<file path="src/core/cor_pkg.sv">
// Package for the comparator offset register bank.
// Assumes one 200 MHz clock and an APB master with 32-bit data.
package cor_pkg;
  localparam logic [7:0] OP_WR_UP = 8'h3d;
  localparam logic [7:0] OP_RD_UP = 8'hbd;
  localparam logic [7:0] OP_WR_DN = 8'h3e;
  localparam logic [7:0] OP_RD_DN = 8'hbe;
  localparam logic [11:0] ADDR_UP = 12'h000;
  localparam logic [11:0] ADDR_DN = 12'h004;
  localparam logic [11:0] ADDR_CTL = 12'h008;
  localparam logic [11:0] ADDR_LVL = 12'h00c;
  localparam logic [15:0] RST_UP = 16'h0000;
  localparam logic [15:0] RST_DN = 16'h0000;
  localparam logic [15:0] REG_MASK = 16'hff7f;
  localparam int CODE_MSB = 6;
  localparam int RET_LSB = 8;
  localparam int RET_MSB = 15;
  localparam int REG_MSB = 15;
  localparam int CTL_POL_BIT = 0;
  localparam int CTL_DN_BIT = 1;
  localparam logic [11:0] LVL_BASE = 12'h480;
  localparam logic [11:0] LVL_FULL = 12'hc00;
  typedef enum logic [2:0] {
    PH_IDLE = 3'b001,
    PH_EARLY = 3'b010,
    PH_RET = 3'b100
  } cor_phase_t;
  typedef struct packed {
    logic [15:0] upReg;
    logic [15:0] dnReg;
    logic stopPol;
    logic downMode;
  } cor_regs_t;
endpackage : cor_pkg

</file>
<file path="src/core/cor_level_calc.sv">
// Comparator level arithmetic for the offset register bank.
// Assumes registered inputs from the bank on the same clock.
module cor_level_calc (
  input wire logic clk_sys,
  input wire logic rst,
  input wire logic [6:0] offsetCode,
  input wire logic [7:0] returnCode,
  input wire logic useReturn,
  input wire logic stopPol,
  output logic [11:0] levelCode,
  output logic signed [8:0] signedOffset
);
  typedef struct packed {
    logic [11:0] level;
    logic signed [8:0] off;
  } cor_lvl_state_t;
  cor_lvl_state_t st_r;
  cor_lvl_state_t st_nxt;
  always_comb begin
    st_nxt = st_r;
    if (useReturn) begin
      // Two's complement return value
      st_nxt.off = 9'(signed'(returnCode));
    end else if (stopPol) begin
      st_nxt.off = -9'({2'h0, offsetCode});
    end else begin
      st_nxt.off = 9'({2'h0, offsetCode});
    end
    // Level in units of VCC/3072
    st_nxt.level = 12'(cor_pkg::LVL_BASE + 12'(signed'(st_nxt.off)));
  end
  always_ff @(posedge clk_sys or posedge rst) begin
    if (rst) begin
      st_r <= '{level: cor_pkg::LVL_BASE, off: 9'h000};
    end else begin
      st_r <= st_nxt;
    end
  end
  assign levelCode = st_r.level;
  assign signedOffset = st_r.off;
endmodule : cor_level_calc

</file>
<file path="src/core/cor_offset_regs.sv">
// Comparator offset register bank with APB slave and opcode port.
// Assumes APB master and measurement engine on clk_sys.
//
// Function
// - Upstream code bits 6:0 set offset
// - Rising polarity gives positive offset
// - Falling polarity gives negative offset
// - Level equals VCC times (1152+code)/3072
// - Opcodes 3Eh/BEh access downstream, default 0000h
// - Downstream: return 15:8, code 6:0
// - After t1 downstream, signed return offset
module cor_offset_regs (
  input wire logic clk_sys,
  input wire logic rst,
  input wire logic psel,
  input wire logic penable,
  input wire logic pwrite,
  input wire logic [11:0] paddr,
  input wire logic [31:0] pwdata,
  output logic [31:0] prdata,
  output logic pready,
  output logic pslverr,
  input wire logic opValid,
  input wire logic [7:0] opCode,
  input wire logic [15:0] opWdata,
  output logic [15:0] opRdata,
  output logic opRvalid,
  input wire logic measStart,
  input wire logic earlyEdgeSeen,
  input wire logic measDone,
  output logic [11:0] compLevel,
  output logic signed [8:0] compOffset,
  output logic [2:0] measPhase
);
  typedef struct packed {
    cor_pkg::cor_regs_t regs;
    cor_pkg::cor_phase_t phase;
    logic [31:0] rdata;
    logic ready;
    logic err;
    logic [15:0] opRd;
    logic opRv;
    logic [11:0] lvl;
    logic signed [8:0] off;
  } cor_state_t;
  cor_state_t s_r;
  cor_state_t s_nxt;
  logic [11:0] lvlW;
  logic signed [8:0] offW;
  logic [6:0] selCode;
  logic useRet;
  logic apbTake;
  logic selUp;
  logic selDn;
  logic selCtl;
  logic selLvl;
  logic apbMiss;
  logic opWrUp;
  logic opWrDn;
  logic opRdUp;
  logic opRdDn;
  logic [15:0] apbWdata;
  logic [15:0] opWmasked;
  logic [31:0] rdWord;

  // Upstream code unless measuring downstream
  always_comb begin
    selCode = s_r.regs.downMode ? s_r.regs.dnReg[cor_pkg::CODE_MSB:0]
                                : s_r.regs.upReg[cor_pkg::CODE_MSB:0];
    useRet = s_r.regs.downMode && (s_r.phase == cor_pkg::PH_RET);
  end

  cor_level_calc u_calc (
    .clk_sys(clk_sys),
    .rst(rst),
    .offsetCode(selCode),
    .returnCode(s_r.regs.dnReg[cor_pkg::RET_MSB:cor_pkg::RET_LSB]),
    .useReturn(useRet),
    .stopPol(s_r.regs.stopPol),
    .levelCode(lvlW),
    .signedOffset(offW)
  );

  // Address decode; only the access edge of a transfer is taken
  always_comb begin
    apbTake = psel && penable && !s_r.ready;
    selUp = 1'b0;
    selDn = 1'b0;
    selCtl = 1'b0;
    selLvl = 1'b0;
    apbMiss = 1'b0;
    if (apbTake) begin
      case (paddr)
        cor_pkg::ADDR_UP: begin
          selUp = 1'b1;
        end
        cor_pkg::ADDR_DN: begin
          selDn = 1'b1;
        end
        cor_pkg::ADDR_CTL: begin
          selCtl = 1'b1;
        end
        cor_pkg::ADDR_LVL: begin
          selLvl = 1'b1;
        end
        default: begin
          apbMiss = 1'b1;
        end
      endcase
    end
  end

  // Opcode decode; unknown opcodes are dropped silently
  always_comb begin
    opWrUp = 1'b0;
    opWrDn = 1'b0;
    opRdUp = 1'b0;
    opRdDn = 1'b0;
    if (opValid) begin
      case (opCode)
        cor_pkg::OP_WR_UP: begin
          opWrUp = 1'b1;
        end
        cor_pkg::OP_WR_DN: begin
          opWrDn = 1'b1;
        end
        cor_pkg::OP_RD_UP: begin
          opRdUp = 1'b1;
        end
        cor_pkg::OP_RD_DN: begin
          opRdDn = 1'b1;
        end
        default: begin
          opWrUp = 1'b0;
        end
      endcase
    end
  end

  // Bit 7 of upReg and dnReg is never stored, so it cannot read back as one
  always_comb begin
    apbWdata = pwdata[cor_pkg::REG_MSB:0] & cor_pkg::REG_MASK;
    opWmasked = opWdata & cor_pkg::REG_MASK;
    rdWord = 32'h0000_0000;
    if (selUp) begin
      rdWord = {16'h0000, s_r.regs.upReg};
    end else if (selDn) begin
      rdWord = {16'h0000, s_r.regs.dnReg};
    end else if (selCtl) begin
      rdWord = {27'h0, s_r.phase, s_r.regs.downMode, s_r.regs.stopPol};
    end else if (selLvl) begin
      rdWord = {7'h00, s_r.off, 4'h0, s_r.lvl};
    end
  end

  always_comb begin
    s_nxt = s_r;
    s_nxt.ready = 1'b0;
    s_nxt.err = 1'b0;
    s_nxt.opRv = 1'b0;
    // Level path lags the registers by two edges
    s_nxt.lvl = lvlW;
    s_nxt.off = offW;
    // APB: one wait state, answer registered
    if (apbTake) begin
      s_nxt.ready = 1'b1;
      s_nxt.err = apbMiss;
      s_nxt.rdata = rdWord;
    end
    // Unmapped and status addresses store nothing
    if (selUp && pwrite) begin
      s_nxt.regs.upReg = apbWdata;
    end
    if (selDn && pwrite) begin
      s_nxt.regs.dnReg = apbWdata;
    end
    if (selCtl && pwrite) begin
      s_nxt.regs.stopPol = pwdata[cor_pkg::CTL_POL_BIT];
      s_nxt.regs.downMode = pwdata[cor_pkg::CTL_DN_BIT];
    end
    // Opcode port last: a same-cycle opcode write wins
    if (opWrUp) begin
      s_nxt.regs.upReg = opWmasked;
    end
    if (opWrDn) begin
      s_nxt.regs.dnReg = opWmasked;
    end
    if (opRdUp) begin
      s_nxt.opRd = s_r.regs.upReg;
      s_nxt.opRv = 1'b1;
    end
    if (opRdDn) begin
      s_nxt.opRd = s_r.regs.dnReg;
      s_nxt.opRv = 1'b1;
    end
    // Measurement phase; start wins over done only in idle
    case (s_r.phase)
      cor_pkg::PH_IDLE: begin
        if (measStart) begin
          s_nxt.phase = cor_pkg::PH_EARLY;
        end
      end
      cor_pkg::PH_EARLY: begin
        if (measDone) begin
          s_nxt.phase = cor_pkg::PH_IDLE;
        end else if (earlyEdgeSeen) begin
          s_nxt.phase = cor_pkg::PH_RET;
        end
      end
      cor_pkg::PH_RET: begin
        if (measDone) begin
          s_nxt.phase = cor_pkg::PH_IDLE;
        end
      end
      default: begin
        s_nxt.phase = cor_pkg::PH_IDLE;
      end
    endcase
  end

  // Flash contents not modelled: reset loads the factory value
  always_ff @(posedge clk_sys or posedge rst) begin
    if (rst) begin
      s_r <= '{regs: '{upReg: cor_pkg::RST_UP, dnReg: cor_pkg::RST_DN,
                       stopPol: 1'b0, downMode: 1'b0},
               phase: cor_pkg::PH_IDLE, rdata: 32'h0000_0000,
               ready: 1'b0, err: 1'b0, opRd: 16'h0000, opRv: 1'b0,
               lvl: cor_pkg::LVL_BASE, off: 9'h000};
    end else begin
      s_r <= s_nxt;
    end
  end

  assign prdata = s_r.rdata;
  assign pready = s_r.ready;
  assign pslverr = s_r.err;
  assign opRdata = s_r.opRd;
  assign opRvalid = s_r.opRv;
  assign compLevel = s_r.lvl;
  assign compOffset = s_r.off;
  assign measPhase = s_r.phase;
endmodule : cor_offset_regs

</file>
<file path="config.mk">
export PLATFORM = sky130hd
export DESIGN_NAME = cor_offset_regs
export DESIGN_NICKNAME = d
export VERILOG_FILES = /design/src/core/cor_pkg.sv /design/src/core/cor_level_calc.sv /design/src/core/cor_offset_regs.sv
export SDC_FILE = /design/constraint.sdc
export NUM_CORES = 1
export LEC_CHECK = 0
export BUFFER_PORTS_ARGS = -buffer_cell sky130_fd_sc_hd__buf_2
export CORE_ASPECT_RATIO = 0.5
export CORE_MARGIN = 4
export CORE_UTILIZATION = 57
export DETAILED_ROUTE_END_ITERATION = 10
export GPL_TIMING_DRIVEN = 0
export HOLD_SLACK_MARGIN = 0.1
export PLACE_DENSITY = 0.86
export SLEW_MARGIN = 20
export SYNTH_ARGS = -nofsm -noshare
export SYNTH_HDL_FRONTEND = slang
export SYNTH_SLANG_ARGS = --single-unit
</file>
<file path="constraint.sdc">
create_clock -name clk_sys -period 8 [get_ports clk_sys]
set_input_delay 0.8 -clock clk_sys [delete_from_list [all_inputs] [get_ports clk_sys]]
set_output_delay 0.8 -clock clk_sys [all_outputs]
set_load 0.02 [all_outputs]
</file>
==> results.cfg <==
[layout]
stdcell_count = 841
final_cell_mix = 130 x buf_2, 99 x dfrtp_1, 72 x buf_4
postLayoutCoreUtil = 0.705
drive_gt1_frac = 0.327
fin_area_um2 = 6660
area_growth_pct = 20.6
final_common_cell = buf_2
fin_nets = 781
diodes = 0

[route]
detailedRoute.firstIterationViolations = 772
via_per_inst = 5.84
drt_wl_total_um = 15700
drt_pass1_iterations = 6
wl_per_cell_um = 18.6
num_vias = 4911
ant_nets = 0
drc = 0

[timing]
drv_slew = 0
fin_skew_ns = 0.00500
grt_setup_unrepaired = false
post-route-min-period_ns = 2.52
layout_worst_path_cycle_share = 0.315
max_freq_ghz = 0.396
fin_ws_ns = 5.48
finalSetupViolCount = 0
relSlewSlack = 0.310
tns_ns = 0
finalHoldViolCount = 0
worst_pin_slew_ns = 1.02

[status]
status = completed

[clock_tree]
root_buffer = clkbuf_16
cts_buffers = 9
post_cts_resize_count = 0
postCtsSetupRepairBufs = 0
cts_sinks = 104
cts_max_path_buffers = 2
cts.clk_slew.worst_paths_ns = 0.07
cts_hold_buffers = 0
tritoncts = built
clock_latency_ns = 0.35
htree_num_levels = 3

[placement]
gp_congestion = 0.962
dp_hpwl_um = 11600
port_buffers = 123
post-place-ws_ns = 5.18
post-place-cells = 825
place_area_um2 = 6370

[synth]
synth_edf_count = 0
synthMuxAreaShare = 0.0603
synth_fa_ha_area_frac = 0.00680
synth_top_area_frac = 0.449
synth.area.top_cells = dfrtp_1 45%, buf_4 9.8%, mux2i_1 5.6%
synth-simple-area-share = 0.154
synth_compound_area_frac = 0.168
synthXorXnorAreaFrac = 0.00159
yosysUniqueCellTypes = 53
yosys.area.top_type = dfrtp_1
ys_seq_elements = 104
yosys_warnings = 0
synthesis.area_um2 = 5520
synthArstFlopShare = 1.00
synth_top_family_by_area = compound AO/OA/AOI/OAI gates
syn-mean-instance-area_um2 = 9.90
synth_ff_type = dfrtp_1
ys_seq_area_frac = 0.472
netlist_instances = 558

[grt]
grt_pass1_wl_um = 24900
grt_overflow = 0
grt_max_degree = 62
grt_pass1_vias = 4776
grt_usage = 0.276
antenna_found_initial = 0

[power_and_ir_drop]
p_per_area_nw_per_um2 = 179
ir_drop_mv = 0.105
p_leak_nw = 3.42

[floorplanning]
core_area_um2 = 9450
die-area_um2 = 11400
die_x_um = 147
die_y_um = 77.6
pin_count = 152
num_rows = 25
start_util = 0.585

[run]
cap_violations = 0

[setup_path]
cp.required_ns = 8.19
critPathCaptureType = flop
critical_path.max_fanout = 10
cp.arrival_ns = 2.71
crit_path_start_kind = primary input
crit_type = primary input to flop

[worst_hold_path]
hp-class = flop to flop
[cell type report]
type / count / area [µm²]
fillers: 745 / 2790
flip-flops and latches: 104 / 2610
multi-input cells: 340 / 2190
plain buffers: 114 / 722
repair buffers: 124 / 643
clock buffers: 13 / 250
well taps: 135 / 169
clock inverters: 3 / 42.5
inverters: 8 / 35.0
[synth_stat cells (3+ instances only)]
master     number
nor2b_1         4
inv_1           8
a22o_1         14
mux2i_1        31
and3_1          5
a21oi_1         8
or3_1           3
a31oi_1        31
dfrtp_1        99
buf_2           7
o211a_1         3
nand4_1        31
nor3_1          8
nand2_1        32
a2bb2oi_1       3
o22ai_1         5
buf_4          72
a21o_1          6
clkbuf_1       31
o21ai_0        37
nand3_1         5
dfstp_2         5
and4_1          3
ha_1            3
o2bb2ai_1       5
nor2_1         42
a211o_1         3
a32o_1          3
o31ai_1        15
[registers in the layout, indices dropped and copies added, names as in the netlist]
register / count
prdata: 25
pslverr: 1
compOffset: 9
opRdata: 15
pready: 1
u_calc.signedOffset: 6
u_calc.levelCode: 7
opRvalid: 1
s_r: 32
compLevel: 4
measPhase: 3
[report_power, final]
part | internal, mW | leakage (nW) | switching [mW]
Sequential | 0.552 | 1.41 | 0.0352
Combinational | 0.0718 | 1.87 | 0.0968
Clock | 0.251 | 0.140 | 0.188
[metrics by stage]
step | power (mW) | hold slack, ns
finish | 1.19 | 0.348
global route | 1.24 | 0.356
CTS | 1.19 | 0.349
detailed placement | 0.760 | 0.335
global placement | 0.753 | 0.332
floorplan | 0.694 | 0.331
[worst max-delay path: stages]
cell and delay [ns]:
buf_2 0.09, or4_4 0.57, or4_4 0.58, clkbuf_1 0.28, o21ai_0 0.25, a31oi_1 0.13
[logic make-up after synthesis]
group	count (synthesis)
fa+ha+maj	3
flops	104
mux	33
simple gates	156
xor+xnor	1
other cells	1
compound gates	138
buf+inv	122
[worst paths after layout]
path                                             start                   to  slack, ns  depth (start not counted)
worst max-delay path                          paddr[1]             s_r[104]       5.48                          6
min in group asynchronous                          rst            prdata[7]       0.46                          2
worst max register to register                 s_r[75]  u_calc.levelCode[8]       5.52                          8
worst min register to register  u_calc.signedOffset[7]        compOffset[7]       0.35                          0
max in group asynchronous                          rst  u_calc.levelCode[7]       6.90                          3
worst min-delay path            u_calc.signedOffset[7]        compOffset[7]       0.35                          0
[layer usage]
| layer | vias up | GRT usage | share of wire |
|---|---|---|---|
| met5 | - | 0 | 0 |
| met4 | 0 | 0.0920 | 0.018 |
| li1 | 2239 | - | - |
| met1 | 2341 | 0.388 | 0.43 |
| met3 | 31 | 0.0939 | 0.12 |
| met2 | 300 | 0.404 | 0.43 |
Note: power is estimated with default switching activity, not from simulation.
